===== src/design/stop_pkg.sv =====
// Purpose: Shared constants and types for the stop-mode power control.
// Assumes: Single system clock; 12-bit register addresses, 8-bit data.
// Notes:   Every number used by the design files is named here, except the 8'h01, 5'h00, ##16 and WDATA bit index literals in stop_power_ctrl.

package stop_pkg;

    // ----------------------------------------------------------------
    // Register addresses
    // ----------------------------------------------------------------
    localparam logic [11:0] PG_ADDR = 12'hF80;      // Power-gate register
    localparam logic [11:0] CAUSE_ADDR = 12'hF81;   // Reset cause flags
    localparam logic [11:0] CTRL_ADDR = 12'hF82;    // Mode control
    localparam logic [11:0] SRC_EN_ADDR = 12'hF83;  // Pin recovery enables
    localparam logic [11:0] PORT_ADDR = 12'hF84;    // Port input latch
    localparam logic [11:0] ISTAT_ADDR = 12'hF85;   // Interrupt status
    localparam logic [11:0] IMASK_ADDR = 12'hF86;   // Interrupt mask

    // ----------------------------------------------------------------
    // Widths, reset values and field positions
    // ----------------------------------------------------------------
    localparam int PORT_W = 8;                      // GPIO pins watched
    localparam logic [7:0] PG_RESET = 8'hF8;        // Power-on value
    localparam logic [7:0] ZERO8 = 8'h00;           // Cleared byte
    localparam int PG_BOD_BIT = 4;                  // Brown-out disable
    localparam int PG_COMP_BIT = 1;                 // Comparator disable
    localparam int CTRL_STOP_BIT = 0;               // Write 1 enters STOP
    localparam int CTRL_WDT_IRQ_BIT = 1;            // Watchdog irq mode
    localparam int CTRL_IRQ_EN_BIT = 2;             // Core takes irqs
    localparam int EV_REC_BIT = 0;                  // Recovery finished
    localparam int EV_WDT_BIT = 1;                  // Watchdog interrupt
    localparam int EV_PIN_BIT = 2;                  // Latched pin change
    localparam int EV_W = 3;                        // Event count

    // ----------------------------------------------------------------
    // Timing
    // ----------------------------------------------------------------
    localparam int CLK_PERIOD_NS = 4;               // MCLK at 250 MHz
    localparam int RECOV_DELAY_NS = 64;             // Recovery delay
    localparam int RECOV_CYCLES =
        (RECOV_DELAY_NS + CLK_PERIOD_NS - 1) / CLK_PERIOD_NS;
    localparam logic [4:0] RECOV_LAST = 5'(RECOV_CYCLES - 1);
    localparam logic [4:0] CNT_ZERO = 5'h00;        // Counter start
    localparam logic [4:0] CNT_ONE = 5'h01;         // Counter step

    // ----------------------------------------------------------------
    // Types
    // ----------------------------------------------------------------
    typedef enum logic [3:0] {
        ST_RUN = 4'h1,
        ST_STOP = 4'h2,
        ST_RECOVER = 4'h4,
        ST_RESET = 4'h8
    } pm_state_type;

    // Reset cause flags, low two bits used
    typedef struct packed {
        logic [5:0] spare;
        logic wdt;
        logic stop;
    } cause_type;

endpackage


===== src/design/pin_watch.sv =====
// Purpose: Port input latch with stop-mode freeze and change detection.
// Assumes: Pins synchronous to the clock.
// Notes:   The frozen latch is the reference for change detection.

module pin_watch
    import stop_pkg::*;
(
    input wire logic clk,
    input wire logic rst,
    input wire logic ce,
    input wire logic freeze,
    input wire logic capture,
    input wire logic [PORT_W-1:0] pins,
    input wire logic [PORT_W-1:0] enable,
    output logic [PORT_W-1:0] latch_q,
    output logic change,
    output logic persist
);

    // ----------------------------------------------------------------
    // Input latch
    // ----------------------------------------------------------------
    logic [PORT_W-1:0] diff;                        // Pins against latch

    // Samples every cycle, holds while frozen, takes a final sample
    always_ff @(posedge clk) begin
        if (rst) begin
            latch_q <= '0;
        end else if (ce) begin
            if (!freeze || capture) begin
                latch_q <= pins;
            end
        end
    end

    // ----------------------------------------------------------------
    // Change detection
    // ----------------------------------------------------------------
    assign diff = (pins ^ latch_q) & enable;
    // Either edge of an enabled pin wakes the device
    assign change = |diff;
    // Only a level still held at the capture counts as a pin event
    assign persist = |diff;

endmodule


===== src/design/stop_power_ctrl.sv =====
// Purpose: Stop-mode recovery control, reset causes, peripheral gating.
// Assumes: Synchronous inputs; watchdog timeout is a one-cycle pulse.
// Notes:   POR_RST alone loads PG_RESET into the power-gate register.

module stop_power_ctrl
    import stop_pkg::*;
(
    input wire logic MCLK,
    input wire logic SYS_RST,
    input wire logic POR_RST,
    input wire logic CE,
    input wire logic [11:0] ADDR,
    input wire logic [7:0] WDATA,
    input wire logic WR,
    input wire logic RD,
    output logic [7:0] RDATA,
    input wire logic WDT_TIMEOUT,
    input wire logic EXT_RESET_N,
    input wire logic DEBUG_N,
    input wire logic [PORT_W-1:0] GPIO_IN,
    input wire logic BOD_ALWAYS_ON,
    output logic CORE_CLK_EN,
    output logic SYS_RESET_REQ,
    output logic BOD_ENABLE,
    output logic COMP_ENABLE,
    output logic IRQ
);

    // ----------------------------------------------------------------
    // Declarations
    // ----------------------------------------------------------------
    logic rst;                                      // Any reset
    pm_state_type state_r;                          // Power state
    pm_state_type state_nxt;                        // Next power state
    logic [4:0] cnt_r;                              // Recovery delay count
    logic wdt_wake_r;                               // Recovery from watchdog
    logic [7:0] pg_r;                               // Power-gate register
    cause_type cause_r;                             // Reset cause flags
    logic [7:0] ctrl_r;                             // Mode control
    logic [PORT_W-1:0] src_en_r;                    // Pin recovery enables
    logic [EV_W-1:0] istat_r;                       // Sticky events
    logic [EV_W-1:0] imask_r;                       // Event mask
    logic [EV_W-1:0] ev_set;                        // Events this cycle
    logic [PORT_W-1:0] port_q;                      // Port latch value
    logic pin_change;                               // Pin woke the device
    logic pin_persist;                              // Change still held
    logic freeze;                                   // Latch frozen
    logic rec_done;                                 // Delay just ended
    logic reset_src;                                // Full reset source
    logic wr_pg;                                    // Power-gate write
    logic wr_ctrl;                                  // Control write

    assign rst = SYS_RST || POR_RST;
    assign freeze = (state_r == ST_STOP) || (state_r == ST_RECOVER);
    assign rec_done = (state_r == ST_RECOVER) && (cnt_r == RECOV_LAST);
    assign reset_src = !EXT_RESET_N || !DEBUG_N;
    assign wr_pg = WR && (ADDR == PG_ADDR);
    assign wr_ctrl = WR && (ADDR == CTRL_ADDR);

    // ----------------------------------------------------------------
    // Port input latch
    // ----------------------------------------------------------------
    pin_watch u_pins (
        .clk(MCLK),
        .rst(rst),
        .ce(CE),
        .freeze(freeze),
        .capture(rec_done),
        .pins(GPIO_IN),
        .enable(src_en_r),
        .latch_q(port_q),
        .change(pin_change),
        .persist(pin_persist)
    );

    // ----------------------------------------------------------------
    // Power state machine
    // ----------------------------------------------------------------
    // Reset sources win over recovery sources
    always_comb begin
        state_nxt = state_r;
        case (state_r)
            ST_RUN: begin
                if (wr_ctrl && WDATA[CTRL_STOP_BIT]) begin
                    state_nxt = ST_STOP;
                end
            end
            ST_STOP: begin
                if (reset_src) begin
                    state_nxt = ST_RESET;
                end else if (WDT_TIMEOUT) begin
                    state_nxt = ST_RECOVER;
                end else if (pin_change) begin
                    state_nxt = ST_RECOVER;
                end else begin
                    state_nxt = ST_STOP;
                end
            end
            ST_RECOVER: begin
                if (rec_done) begin
                    state_nxt = ST_RUN;
                end
            end
            ST_RESET: begin
                state_nxt = ST_RESET;               // Wait for SYS_RST
            end
            default: begin
                state_nxt = ST_RUN;
            end
        endcase
    end

    // State register
    always_ff @(posedge MCLK) begin
        if (rst) begin
            state_r <= ST_RUN;
        end else if (CE) begin
            state_r <= state_nxt;
        end
    end

    // Recovery delay counter
    always_ff @(posedge MCLK) begin
        if (rst) begin
            cnt_r <= CNT_ZERO;
        end else if (CE) begin
            if (state_r == ST_RECOVER) begin
                cnt_r <= cnt_r + CNT_ONE;
            end else begin
                cnt_r <= CNT_ZERO;
            end
        end
    end

    // Remember whether the watchdog caused this recovery
    always_ff @(posedge MCLK) begin
        if (rst) begin
            wdt_wake_r <= 1'b0;
        end else if (CE) begin
            if (state_r == ST_STOP) begin
                wdt_wake_r <= WDT_TIMEOUT;
            end
        end
    end

    // ----------------------------------------------------------------
    // Power-gate register
    // ----------------------------------------------------------------
    // Only power-on reset loads it with PG_RESET; reserved bits stay writable
    always_ff @(posedge MCLK) begin
        if (POR_RST) begin
            pg_r <= PG_RESET;
        end else if (CE && wr_pg) begin
            pg_r <= WDATA;
        end
    end

    // Peripheral enables, registered
    always_ff @(posedge MCLK) begin
        if (rst) begin
            BOD_ENABLE <= 1'b1;
            COMP_ENABLE <= 1'b0;
        end else if (CE) begin
            if (BOD_ALWAYS_ON) begin
                BOD_ENABLE <= 1'b1;
            end else if (state_nxt == ST_STOP) begin
                BOD_ENABLE <= 1'b0;
            end else begin
                BOD_ENABLE <= !pg_r[PG_BOD_BIT];
            end
            COMP_ENABLE <= !pg_r[PG_COMP_BIT];
        end
    end

    // ----------------------------------------------------------------
    // Core clock and system reset request
    // ----------------------------------------------------------------
    always_ff @(posedge MCLK) begin
        if (rst) begin
            CORE_CLK_EN <= 1'b1;
            SYS_RESET_REQ <= 1'b0;
        end else if (CE) begin
            CORE_CLK_EN <= (state_nxt == ST_RUN);
            SYS_RESET_REQ <= (state_nxt == ST_RESET);
        end
    end

    // ----------------------------------------------------------------
    // Reset cause flags
    // ----------------------------------------------------------------
    // Hardware set wins over a write-one clear in the same cycle
    always_ff @(posedge MCLK) begin
        if (rst) begin
            cause_r <= '0;
        end else if (CE) begin
            if (rec_done) begin
                cause_r.stop <= 1'b1;
            end else if (WR && ADDR == CAUSE_ADDR && WDATA[0]) begin
                cause_r.stop <= 1'b0;
            end
            if (rec_done && wdt_wake_r) begin
                cause_r.wdt <= 1'b1;
            end else if (WR && ADDR == CAUSE_ADDR && WDATA[1]) begin
                cause_r.wdt <= 1'b0;
            end
        end
    end

    // ----------------------------------------------------------------
    // Control and enable registers
    // ----------------------------------------------------------------
    // Stop bit is a command and does not stay set
    always_ff @(posedge MCLK) begin
        if (rst) begin
            ctrl_r <= ZERO8;
            src_en_r <= '0;
            imask_r <= '0;
        end else if (CE) begin
            if (wr_ctrl) begin
                ctrl_r <= WDATA & ~(8'h01 << CTRL_STOP_BIT);
            end
            if (WR && ADDR == SRC_EN_ADDR) begin
                src_en_r <= WDATA;
            end
            if (WR && ADDR == IMASK_ADDR) begin
                imask_r <= WDATA[EV_W-1:0];
            end
        end
    end

    // ----------------------------------------------------------------
    // Interrupt events
    // ----------------------------------------------------------------
    always_comb begin
        ev_set = '0;
        ev_set[EV_REC_BIT] = rec_done;
        // Watchdog irq presented only after recovery, if irqs on
        ev_set[EV_WDT_BIT] = rec_done && wdt_wake_r &&
            ctrl_r[CTRL_WDT_IRQ_BIT] && ctrl_r[CTRL_IRQ_EN_BIT];
        // Short pulses gone by the capture raise nothing
        ev_set[EV_PIN_BIT] = rec_done && pin_persist;
    end

    // Sticky status, write one to clear, set wins
    always_ff @(posedge MCLK) begin
        if (rst) begin
            istat_r <= '0;
        end else if (CE) begin
            if (WR && ADDR == ISTAT_ADDR) begin
                istat_r <= (istat_r & ~WDATA[EV_W-1:0]) | ev_set;
            end else begin
                istat_r <= istat_r | ev_set;
            end
        end
    end

    // Level interrupt from the next status value
    always_ff @(posedge MCLK) begin
        if (rst) begin
            IRQ <= 1'b0;
        end else if (CE) begin
            if (WR && ADDR == ISTAT_ADDR) begin
                IRQ <= |(((istat_r & ~WDATA[EV_W-1:0]) | ev_set)
                    & imask_r);
            end else if (WR && ADDR == IMASK_ADDR) begin
                IRQ <= |((istat_r | ev_set) & WDATA[EV_W-1:0]);
            end else begin
                IRQ <= |((istat_r | ev_set) & imask_r);
            end
        end
    end

    // ----------------------------------------------------------------
    // Read port
    // ----------------------------------------------------------------
    // Unmapped addresses read as zero
    always_ff @(posedge MCLK) begin
        if (rst) begin
            RDATA <= ZERO8;
        end else if (CE) begin
            if (!RD) begin
                RDATA <= ZERO8;
            end else if (ADDR == PG_ADDR) begin
                RDATA <= pg_r;
            end else if (ADDR == CAUSE_ADDR) begin
                RDATA <= cause_r;
            end else if (ADDR == CTRL_ADDR) begin
                RDATA <= ctrl_r;
            end else if (ADDR == SRC_EN_ADDR) begin
                RDATA <= src_en_r;
            end else if (ADDR == PORT_ADDR) begin
                RDATA <= port_q;
            end else if (ADDR == ISTAT_ADDR) begin
                RDATA <= {5'h00, istat_r};
            end else if (ADDR == IMASK_ADDR) begin
                RDATA <= {5'h00, imask_r};
            end else begin
                RDATA <= ZERO8;
            end
        end
    end
endmodule


===== config.mk =====
export PLATFORM = sky130hd
export DESIGN_NAME = stop_power_ctrl
export DESIGN_NICKNAME = d
export VERILOG_FILES = /design/src/design/stop_pkg.sv /design/src/design/pin_watch.sv /design/src/design/stop_power_ctrl.sv
export SDC_FILE = /design/constraint.sdc
export NUM_CORES = 1
export LEC_CHECK = 0
export BUFFER_PORTS_ARGS = -buffer_cell sky130_fd_sc_hd__buf_2
export CAP_MARGIN = 10
export CORE_UTILIZATION = 48
export DETAILED_ROUTE_END_ITERATION = 6
export PLACE_DENSITY = 0.66
export REMOVE_ABC_BUFFERS = 1
export SLEW_MARGIN = 30
export SYNTH_ARGS = -nofsm -noshare
export SYNTH_HDL_FRONTEND = slang
export SYNTH_HIERARCHICAL = 1
export SYNTH_SLANG_ARGS = --single-unit

===== constraint.sdc =====
create_clock -name MCLK -period 2.24 [get_ports MCLK]
set_input_delay 0.448 -clock MCLK [delete_from_list [all_inputs] [get_ports MCLK]]
set_output_delay 0.448 -clock MCLK [all_outputs]
set_load 0.02 [all_outputs]

Yosys cells after proc, flatten, opt, wreduce, memory -nomap -nowiden

Cells that the tools add are included.

Register bits: 62
Input bits: 38
Output and inout port bits: 13

Equality and inequality tests: 15
Reductions and logical operators: 37
Bitwise operators: 9
Mux-type cells: 24
$add $sub $neg: 1

Operators with widths:

| cell                                                 | count |
|---|---|
| equality test 12 bit (second input constant)         | 7 |
| 2-to-1 mux 8 bit                                     | 6 |
| one-hot mux 4 bit (4 select lines)                   | 1 |
| logical AND 1 bit                                    | 15 |
| 2-to-1 mux 3 bit                                     | 5 |
| AND reduction 2 bit                                  | 7 |
| bitwise AND 3 bit                                    | 4 |
| 2-to-1 mux 4 bit                                     | 3 |
| OR reduction 3 bit                                   | 3 |
| bitwise AND 8 bit                                    | 1 |
| equality test 4 x 1 -> 1 bit (second input constant) | 2 |
| equality test 4 x 2 -> 1 bit (second input constant) | 2 |
| equality test 4 bit (second input constant)          | 2 |
| 2-to-1 mux 1 bit                                     | 8 |
| OR reduction 8 bit                                   | 1 |
| bitwise XOR 8 bit                                    | 1 |
| OR 3 bit                                             | 2 |
| adder 5 x 1 -> 5 bit (second input constant)         | 1 |
| equality test 5 x 4 -> 1 bit (second input constant) | 1 |
| logical NOT 1 bit                                    | 5 |
| 2-to-1 mux 5 bit                                     | 1 |
| equality test 4 x 3 -> 1 bit (second input constant) | 1 |
| logical OR 1 bit                                     | 4 |
| nonzero test 2 bit                                   | 2 |
| inverter 3 bit                                       | 1 |

Depth between registers and ports, before layout

Gate-level depths: netlist of run 1.

Depth after elaboration: 10
Gate-level depth with buffers: 9
Gate-level depth less buffers: 8

Hierarchy

The synthesis of run 1 kept the hierarchy.

Modules (own cells, without submodules):

| module          | sequential area each (um^2) | cells each | instances | area an instance (um^2) |
|---|---|---|---|---|
| stop_power_ctrl | 1081.0                      | 327        | 1         | 2746.4 |
| pin_watch       | 160.2                       | 51         | 1         | 451.7 |

Least setup slack after synthesis of run 1

No wires, ideal clock.

Kind: input-to-reg
Start point: in ADDR[5]
End point: reg pg_r[3]
Buffers on the path: 2
Setup time: 0.120 ns
Data required time: 2.120 ns
Stages on the path: 6
Data arrival time: 1.699 ns
Slack: 0.421 ns
Cell sequence: nor4b_2 and3_1 buf_4 nand4_2 buf_2 a211o_1

Word-level cells in the longest chain between the ends: 3

Ends and longest elaborated chain:

| element                | line                   | RTL |
|---|---|---|
| start: declaration     | stop_power_ctrl.sv:12  | `input wire logic [11:0] ADDR,` |
| equality test 12 bit   | stop_power_ctrl.sv:57  | `assign wr_pg = WR && (ADDR == PG_ADDR);` |
| logical AND 1 bit      | stop_power_ctrl.sv:57  |  |
| logical AND 1 bit      | stop_power_ctrl.sv:153 | `end else if (CE && wr_pg) begin` |
| end signal: assignment | stop_power_ctrl.sv:152 | `pg_r <= PG_RESET;` |
| end signal: assignment | stop_power_ctrl.sv:154 | `pg_r <= WDATA;` |
| end: declaration       | stop_power_ctrl.sv:37  | `logic [7:0] pg_r;` |

Every way passes these cells.
A chain may end at the register's enable or synchronous reset.

Final worst setup path of run 1

Start point: reg cnt_r[0]
End point: reg u_pins.latch_q[0]

Word-level cells in the longest chain between the ends: 4

Ends and longest elaborated chain:

| element                              | line                   | RTL |
|---|---|---|
| start: declaration                   | stop_power_ctrl.sv:35  | `logic [4:0] cnt_r;` |
| start signal: assignment             | stop_power_ctrl.sv:128 | `cnt_r <= cnt_r + CNT_ONE;` |
| equality test 5 x 4 -> 1 bit         | stop_power_ctrl.sv:55  | `assign rec_done = (state_r == ST_RECOVER) && (cnt_r == RECOV_LAST);` |
| logical AND 1 bit                    | stop_power_ctrl.sv:55  |  |
| logical OR 1 bit                     | pin_watch.sv:30        | `if (!freeze \|\| capture) begin` |
| AND reduction 2 bit (no source line) | --                     |  |
| end signal: assignment               | pin_watch.sv:31        | `latch_q <= pins;` |
| end: declaration                     | pin_watch.sv:15        | `output logic [PORT_W-1:0] latch_q,` |

Every way passes these cells.

==> parameters.txt, run 1 <==
Parameter                              Value

Clocking
  Number of buffers created by CTS    9
  Cells resized by post-CTS repair    0
  Clock tree root buffer cell    clkbuf_8
  Post-CTS setup buffers    0
  Clock tree from TritonCTS    done
  Number of sinks on the clock net    62
  Clk buf depth    2
  Insertion delay to the later sink of the worst-skew pair    0.34 ns
  Post-CTS Hold Fix Bufs    0
  Total number of H-tree levels    3
  Clock edge transition at the registers on the reported setup and hold paths    0.07 ns

Synthesis
  Count of state elements after synthesis    62
  Post-synthesis instance area    3200 um^2
  EDFF count, synth    0
  Average footprint of a synthesized cell    8.46 um^2
  Post-Synthesis Cells    378
  Synth cell types    54
  Synth warnings    6
  Ys async rst share    0%
  Post-synthesis sequential area ratio    38.8%
  Main flop type after synthesis    dfxtp_1

Layout
  Leading cell types in the layout, fill and taps excluded    dfxtp_1, buf_2, nor2_1, mux2i_1, a21oi_1
  Final Instance Area    3730 um^2
  Antenna diode instance count    0
  Final-layout fill cell count    600
  Area growth from synthesis to layout    16.7%
  Layout cells sized above 1    21.2%
  Most frequent standard cell in the layout excluding fill and tap cells    dfxtp_1
  Nets@finish    469

Critical path
  CP Capture Type    register
  Critical path launch point type    register
  Critical path class    register to register
  Register-to-register setup slack    0.27 ns
  Worst flop-to-flop path endpoint    u_pins/latch_q[0]
  Crit path arrival time    2.23 ns
  Number of cells traversed by the worst register-to-register path    7
  Required arrival time at the worst endpoint    2.50 ns
  Origin of the critical flop-to-flop path    cnt_r[0]
  Critical path fanouts, max    16

Route
  Highest Signal Layer    met4
  Routed met3 length    555 um
  Wire per inst    15.9 um
  Number of iterations in the first detailed-routing pass    5
  Via density    5.72
  Routed wire length    8.14 mm
  DRC violation count after routing    0
  Metal-1 WL    4.16 mm
  Starting DRT DRC Count    205
  Post-detailed-route count of antenna-violating nets    0
  Vias after detailed routing    2921
  Detail Route met2 WL    3.33 mm

Power and ir drop
  Net load switching power    0.582 mW
  Maximum vdd ir drop    0.407 mV
  Static leakage    1.72 nW
  Power density over the cells    610 nW/um^2
  Portion of total power attributed to combinational logic    8.1%
  Flop pwr share    49.1%
  Net Sw Frac    25.6%
  Cell-internal power    1.70 mW
  Clock Power Share    42.8%

Floorplan
  Die Wd    83.6 um
  Initial cell density of the core    50.1%
  Area of the core region    6390 um^2
  Die Footprint    6990 um^2
  Site Rows    29
  Io pins    51
  Die height    83.6 um

STA
  Total Neg Setup Slack    0 ns
  Transition time at the pin with the least slew margin    0.562 ns
  Final hold vios    0
  Headroom to the max-slew limit    62.4%
  Final critical-path required period    1.97 ns
  Crit share post-route    87.8%
  Max-slew violation total from the final report    0
  Layout Skew    0.00795 ns
  Maximum frequency from static timing analysis    0.508 GHz
  Number of setup violations in the final report    0
  RSZ-0062 raised after global routing    no

Hold path
  Hold Crit Start    WDATA[5]
  Number of instances on the worst hold path    3
  Worst Hold Path EP    src_en_r[5]
  Kind of path behind the tightest hold check    primary input to register

Placement
  Total placed instance area    3540 um^2
  RePlAce Congestion    0.887
  Half-perimeter wire length after placement    5.71 mm
  Number of buffers inserted by port buffering    50

Global route
  Largest net degree at the start of global routing    44
  Number of antenna violations at the first check in global routing    0
  Vias in the first global route    2604
  Total congestion overflow after global routing    0
  Global Route Usage Sum    24.0%
  Wire length of the first global-routing pass    13.2 mm

Flow run
  Max-cap violations    0

Status
  Result of the run    finished clean
[logic make-up (layout without fill, tap and decap cells)]
kind of cell | count (synthesis) | after routing | synth area share, %
simple gates | 136 | 136 | 22.8
compound gates | 94 | 94 | 18.7
flops | 62 | 62 | 38.8
buf+inv | 42 | 98 | 6.03
mux | 34 | 34 | 10.7
xor+xnor | 8 | 8 | 2.19
fa+ha+maj | 2 | 2 | 0.782
[stage by stage]
stage	total power, mW	cells	setup slack [ns]	utilization (%)	hold slack [ns]
2_1_floorplan	1.21	354	0.364	-	0.435
5_1_grt	2.37	511	0.147	58.5	0.374
4_1_cts	2.30	511	0.298	58.5	0.365
3_5_place_dp	1.32	495	0.116	55.4	0.442
3_3_place_gp	1.32	495	0.178	55.4	0.434
6_report	2.28	511	0.273	58.5	0.386
[synthesized netlist by cell type (all sizes together) (3+ instances only)]
cell | count | share of area, %
dfxtp | 62 | 39
nor2 | 48 | 5.6
mux2i | 33 | 10
o21ai | 32 | 5.1
a21oi | 26 | 4.1
inv | 18 | 2.1
nand2 | 18 | 2.1
buf | 14 | 2.7
nand3 | 14 | 2.2
a211o | 10 | 2.7
clkbuf | 10 | 1.2
nand4 | 10 | 2.5
nand3b | 8 | 1.9
xor2 | 8 | 2.2
nor3 | 7 | 1.1
a22oi | 6 | 1.4
and3 | 5 | 0.98
nand2b | 5 | 0.98
nor2b | 5 | 1.2
and2 | 3 | 0.59
nor3b | 3 | 0.70
nor4b | 3 | 1.2
[final cells by class]
| cell class | instances | area, um^2 | area share (%) |
|---|---|---|---|
| timing repair buffer | 64 | 368 | 9.85 |
| clock buffer | 9 | 124 | 3.32 |
| inverter | 18 | 67.6 | 1.81 |
| sequential | 62 | 1240 | 33.2 |
| clock inverter | 7 | 72.6 | 1.94 |
| multi-input combinational | 274 | 1760 | 47.3 |
| tap | 77 | 96.3 | 2.58 |
[how the worst max path moves through the flow]
stage                        endpoint  slack, ns  depth (start not counted)      from
finish              u_pins/latch_q[0]       0.27                          7  cnt_r[0]
global route                      IRQ       0.15                          8  cnt_r[0]
CTS                 u_pins/latch_q[0]       0.30                          7  cnt_r[0]
detailed placement        src_en_r[3]       0.12                          6   ADDR[5]
global placement          src_en_r[7]       0.18                          6   ADDR[5]
floorplan                     pg_r[3]       0.36                          4   ADDR[5]
[routing by layer]
layer  global-route usage (%)  vias up
li1                         -     1451
met1                     36.0     1366
met2                     33.9       96
met3                     5.44        8
met4                     7.40        0
met5                        0        -
[power groups by stage]
stage | sequential (mW) | combinational, mW | clock (mW)
floorplan | 1.14 | 0.0697 | 0
CTS | 1.12 | 0.182 | 1.00
global route | 1.12 | 0.201 | 1.05
global placement | 1.14 | 0.182 | 0
detailed placement | 1.14 | 0.181 | 0
finish | 1.12 | 0.184 | 0.975
[critical path: stages, from the launching register on]
cell	delay, ns
dfxtp_1	0.34
ha_1	0.22
and3_1	0.20
ha_1	0.26
and2_1	0.26
nor2b_4	0.33
o21ai_0	0.12
a21oi_1	0.16
[registers in the layout, summed over array words and instances (netlist names)]
name	cells
BOD_ENABLE	1
COMP_ENABLE	1
CORE_CLK_EN	1
IRQ	1
RDATA	8
SYS_RESET_REQ	1
cause_r	2
cnt_r	5
ctrl_r	7
imask_r	3
istat_r	3
pg_r	8
src_en_r	8
state_r	4
u_pins/latch_q	8
wdt_wake_r	1
No activity file was read; power rests on OpenSTA's default activity.
==> run 2: changes to the inputs <==
--- a/config.mk
+++ b/config.mk
@@ -10,7 +10,9 @@
 export CORE_UTILIZATION = 48
 export DETAILED_ROUTE_END_ITERATION = 6
 export PLACE_DENSITY = 0.66
+export RECOVER_POWER = 25
 export REMOVE_ABC_BUFFERS = 1
+export SETUP_SLACK_MARGIN = 0.15
 export SLEW_MARGIN = 30
 export SYNTH_ARGS = -nofsm -noshare
 export SYNTH_HDL_FRONTEND = slang
==> run 2 against run 1 <==
Sequential share of layout area rose by 0.21 points. Largest cell class unchanged. Clock-buffer cell count did not move. Sequential power barely moved.
==> parameters.txt, run 2 (same netlist as run 1, synthesis figures left out) <==
Parameter                              Value

STA
  Maximum frequency from static timing analysis    0.501 GHz
  Transition time at the pin with the least slew margin    0.912 ns
  Final setup margin    0.244 ns
  RSZ-0062 raised after global routing    no
  Final hold vios    0
  Final critical-path required period    2.00 ns
  Crit share post-route    89.1%
  Number of setup violations in the final report    0
  Total Neg Setup Slack    0 ns
  Headroom to the max-slew limit    39.2%
  Layout Skew    0.00989 ns
  Max-slew violation total from the final report    0

Clocking
  Clock edge transition at the registers on the reported setup and hold paths    0.08 ns
  Insertion delay to the later sink of the worst-skew pair    0.34 ns
  Total number of H-tree levels    3
  Number of buffers created by CTS    9
  Post-CTS setup buffers    0
  Clock tree root buffer cell    clkbuf_8
  Number of sinks on the clock net    62
  Clk buf depth    2
  Cells resized by post-CTS repair    0
  Clock tree from TritonCTS    done

Floorplan
  Io pins    51
  Die Footprint    6990 um^2
  Die height    83.6 um
  Area of the core region    6390 um^2
  Site Rows    29
  Die Wd    83.6 um
  Initial cell density of the core    50.1%

Hold path
  Kind of path behind the tightest hold check    primary input to register
  Number of instances on the worst hold path    3
  Worst Hold Path EP    ctrl_r[7]
  Hold Crit Start    WDATA[7]

Global route
  Largest net degree at the start of global routing    44
  Total congestion overflow after global routing    0
  Vias in the first global route    2604
  Wire length of the first global-routing pass    13.2 mm
  Global Route Usage Sum    24.0%
  Number of antenna violations at the first check in global routing    0

Flow run
  Max-cap violations    0

Layout
  Leading cell types in the layout, fill and taps excluded    dfxtp_1, nor2_1, buf_2, mux2i_1, a21oi_1
  Most frequent standard cell in the layout excluding fill and tap cells    dfxtp_1
  Area growth from synthesis to layout    16.0%
  Antenna diode instance count    0
  Layout cells sized above 1    17.7%
  Final-layout fill cell count    609
  Nets@finish    469

Route
  DRC violation count after routing    0
  Routed wire length    8.07 mm
  Post-detailed-route count of antenna-violating nets    0
  Starting DRT DRC Count    213
  Detail Route met2 WL    3.30 mm
  Via density    5.66
  Number of iterations in the first detailed-routing pass    5
  Metal-1 WL    4.09 mm
  Routed met3 length    586 um
  Highest Signal Layer    met4
  Vias after detailed routing    2891
  Wire per inst    15.8 um

Placement
  Number of buffers inserted by port buffering    50
  RePlAce Congestion    0.887
  Half-perimeter wire length after placement    5.71 mm
  Post-Place Setup Slack    0.116 ns

Critical path
  Crit path arrival time    2.17 ns
  Worst setup path start    cnt_r[0]
  Register-to-register setup slack    0.24 ns
  Worst flop-to-flop path endpoint    u_pins/latch_q[0]
  CP Capture Type    register
  Required arrival time at the worst endpoint    2.42 ns
  Critical path fanouts, max    16
  Critical path class    register to register
  Origin of the critical flop-to-flop path    cnt_r[0]
  Critical path launch point type    register
  Number of cells traversed by the worst register-to-register path    7

Power and ir drop
  Power density over the cells    612 nW/um^2
  Static leakage    1.66 nW
  Total design power    2.27 mW
  Maximum vdd ir drop    0.406 mV

Status
  Result of the run    finished clean
==> run 2: changes by cell type in the layout (fill, tap and decap cells not counted), sizes merged <==
cell and delta:
clkbuf +16, buf -16
==> run 2: area by class of cell <==
| class | instances | area [um^2] | share of cell area [%] |
|---|---|---|---|
| Clock buffer | 9 | 124 | 3.34 |
| Clock inverter | 7 | 72.6 | 1.96 |
| Inverter | 18 | 67.6 | 1.82 |
| Multi-Input combinational cell | 274 | 1760 | 47.6 |
| Sequential cell | 62 | 1240 | 33.5 |
| Tap cell | 77 | 96.3 | 2.60 |
| Timing Repair Buffer | 64 | 344 | 9.27 |
==> run 2: where the power goes <==
| group | internal [mW] | switching (mW) |
|---|---|---|
| sequential | 1.11 | 0.00806 |
| combinational | 0.0689 | 0.113 |
| clock | 0.515 | 0.457 |
==> run 2: how the worst max path moves through the flow <==
stage | to
after CTS | u_pins/latch_q[0]
final | u_pins/latch_q[0]
after floorplan | pg_r[3]
after global placement | src_en_r[7]
after detailed placement | src_en_r[3]
after global routing | state_r[0]
==> run 2: through the flow <==
| stage | instance area, um^2 | hold WS [ns] | std cells | util [%] |
|---|---|---|---|---|
| final | 3710 | 0.386 | 511 | 58.1 |
| after floorplan | 3070 | 0.435 | 354 | - |
| after CTS | 3730 | 0.365 | 511 | 58.5 |
| after global routing | 3710 | 0.374 | 511 | 58.1 |
| after detailed placement | 3540 | 0.442 | 495 | 55.4 |
| after global placement | 3540 | 0.434 | 495 | 55.4 |
==> run 2: worst max-delay path, stage by stage (launching register included) <==
cell and delay, ns:
dfxtp_1 0.34, ha_1 0.22, and3_1 0.20, ha_1 0.26, and2_1 0.26, nor2b_4 0.34, nand3b_1 0.16, a21oi_1 0.07
==> run 2: repair_timing <==
item                       4_1_cts  5_1_grt
hold endpoints to repair         0        0
setup endpoints to repair        0        1
hold buffers                     0        0
==> run 2: per-layer routing <==
layer | vias to the layer above | GRT usage (%)
met2 | 101 | 33.9
li1 | 1450 | -
met4 | 0 | 7.40
met3 | 8 | 5.44
met5 | - | 0
met1 | 1332 | 36.0
==> run 3: changes to the inputs <==
--- a/config.mk
+++ b/config.mk
@@ -6,8 +6,9 @@
 export NUM_CORES = 1
 export LEC_CHECK = 0
 export BUFFER_PORTS_ARGS = -buffer_cell sky130_fd_sc_hd__buf_2
-export CAP_MARGIN = 10
+export CAP_MARGIN = 40
 export CORE_UTILIZATION = 48
+export CTS_BUF_LIST = sky130_fd_sc_hd__clkbuf_4
 export DETAILED_ROUTE_END_ITERATION = 6
 export PLACE_DENSITY = 0.66
 export RECOVER_POWER = 25
@@ -18,3 +19,4 @@
 export SYNTH_HDL_FRONTEND = slang
 export SYNTH_HIERARCHICAL = 1
 export SYNTH_SLANG_ARGS = --single-unit
+export TNS_END_PERCENT = 1
==> run 3 against run 2 <==
Global-route usage hardly changed. Worst hold slack worse by 0.085 ns. Non-clock buffer count unchanged. Critical endpoint is now IRQ. Largest power group unchanged. Highest routed layer unchanged.
==> parameters.txt, run 3 (same netlist as run 1, synthesis figures left out) <==
Parameter                              Value

Floorplan
  Io pins    51
  Die height    83.6 um
  Site Rows    29
  Area of the core region    6390 um^2
  Initial cell density of the core    50.1%
  Die Wd    83.6 um
  Die Footprint    6990 um^2

STA
  Transition time at the pin with the least slew margin    0.899 ns
  Final critical-path required period    1.93 ns
  RSZ-0062 raised after global routing    no
  Headroom to the max-slew limit    40.1%
  Total Neg Setup Slack    0 ns
  Max-slew violation total from the final report    0
  Number of setup violations in the final report    0
  Final hold vios    0
  Layout Skew    0.0127 ns
  Crit share post-route    85.9%
  Maximum frequency from static timing analysis    0.519 GHz

Critical path
  Crit path arrival time    2.28 ns
  Required arrival time at the worst endpoint    2.59 ns
  Crit path buffers/inverters    0
  Max stage delay on crit path    0.39 ns
  Critical path fanouts, max    6
  Critical path launch point type    register
  CP Capture Type    register
  Number of cells traversed by the worst register-to-register path    8
  Critical path class    register to register
  CP Cell Sequence    ha_1, and3_1, ha_2, nand4_1, nor2_1, a21oi_1, o21ai_0, o211a_1
  Origin of the critical flop-to-flop path    cnt_r[0]
  Cell type group with the largest total delay on the critical path    simple AND/OR/NAND/NOR gates
  Register-to-register setup slack    0.31 ns
  Slowest cell on crit path    dfxtp_1
  Worst flop-to-flop path endpoint    IRQ

Layout
  Most frequent standard cell in the layout excluding fill and tap cells    dfxtp_1
  Layout cells sized above 1    18.0%
  Area growth from synthesis to layout    14.3%
  Leading cell types in the layout, fill and taps excluded    dfxtp_1, nor2_1, buf_2, mux2i_1, a21oi_1
  Area taken by multi-input logic gates    1770 um^2
  Final-layout fill cell count    613
  Antenna diode instance count    0
  Nets@finish    469
  FF/Latch Area    1240 um^2
  Final Instance Area    3660 um^2

Power and ir drop
  Static leakage    1.64 nW
  Maximum vdd ir drop    0.335 mV
  Power density over the cells    569 nW/um^2

Clocking
  Post-CTS setup buffers    0
  Clock edge transition at the registers on the reported setup and hold paths    0.11 ns
  Number of sinks on the clock net    62
  Total number of H-tree levels    3
  Number of buffers created by CTS    9
  Clock tree from TritonCTS    done
  Clk buf depth    2
  Clock tree root buffer cell    clkbuf_4
  Cells resized by post-CTS repair    0
  Post-CTS Hold Fix Bufs    0
  Insertion delay to the later sink of the worst-skew pair    0.41 ns

Placement
  RePlAce Congestion    0.887
  Number of buffers inserted by port buffering    50
  Total placed instance area    3540 um^2
  Half-perimeter wire length after placement    5.71 mm

Global route
  Total congestion overflow after global routing    0
  Vias in the first global route    2584
  Wire length of the first global-routing pass    13.2 mm
  Number of antenna violations at the first check in global routing    0
  Largest net degree at the start of global routing    44
  Global Route Usage Sum    24.0%

Hold path
  Worst Hold Path EP    src_en_r[5]
  Number of instances on the worst hold path    3
  Hold Crit Start    WDATA[5]
  Kind of path behind the tightest hold check    primary input to register

Route
  DRC violation count after routing    0
  Via density    5.70
  Vias after detailed routing    2913
  Post-detailed-route count of antenna-violating nets    0
  Number of iterations in the first detailed-routing pass    4
  Starting DRT DRC Count    166
  Routed wire length    8.05 mm
  Wire per inst    15.8 um

Flow run
  Max-cap violations    0

Status
  Result of the run    finished clean
[run 3: cell types whose count changed in the layout (fill, tap and decap cells not counted)]
cell,before,now
ha_2,0,1
clkbuf_4,0,9
clkbuf_8,9,0
ha_1,2,1
[run 3: routing by layer]
metal / vias up / track usage (%) / part of all wire, %
li1: 1453 / - / -
met1: 1356 / 36.2 / 51
met2: 95 / 33.0 / 41
met3: 9 / 6.33 / 6.2
met4: 0 / 7.40 / 1.2
met5: - / 0 / 0
[run 3: through the flow]
step                instances  worst slack [ns]  util, %  total power, mW  hold slack, ns
floorplan                 354             0.364        -             1.21           0.435
global placement          495             0.178     55.4             1.32           0.434
detailed placement        495             0.116     55.4             1.32           0.442
CTS                       511             0.288     57.6             2.10           0.273
global route              511             0.217     57.2             2.18           0.267
finish                    511             0.315     57.2             2.08           0.302
[run 3: area by class of cell]
| class | count | share of cell area [%] |
|---|---|---|
| multi-input combinational | 274 | 48.3 |
| sequential | 62 | 33.9 |
| timing repair buffer | 64 | 9.41 |
| tap | 77 | 2.64 |
| clock inverter | 7 | 1.98 |
| clock buffer | 9 | 1.85 |
| inverter | 18 | 1.85 |
[run 3: tightest hold or removal path, delay by kind of cell]
kind	cells	cell delay [ns]
muxes	1	0.06
buffers and inverters	1	0.11
and+or+nand+nor	1	0.07
[run 3: how the worst max path moves through the flow]
stage | from | to | slack, ns | cells past startpoint
global route | cnt_r[0] | IRQ | 0.22 | 8
CTS | cnt_r[0] | u_pins/latch_q[0] | 0.29 | 7
floorplan | ADDR[5] | pg_r[3] | 0.36 | 4
detailed placement | ADDR[5] | src_en_r[3] | 0.12 | 6
finish | cnt_r[0] | IRQ | 0.31 | 8
global placement | ADDR[5] | src_en_r[7] | 0.18 | 6
[run 3: power breakdown]
group / switching (mW) / total [mW] / internal, mW
Combinational: 0.112 / 0.181 / 0.0689
Clock: 0.441 / 0.782 / 0.341
Sequential: 0.00802 / 1.12 / 1.11
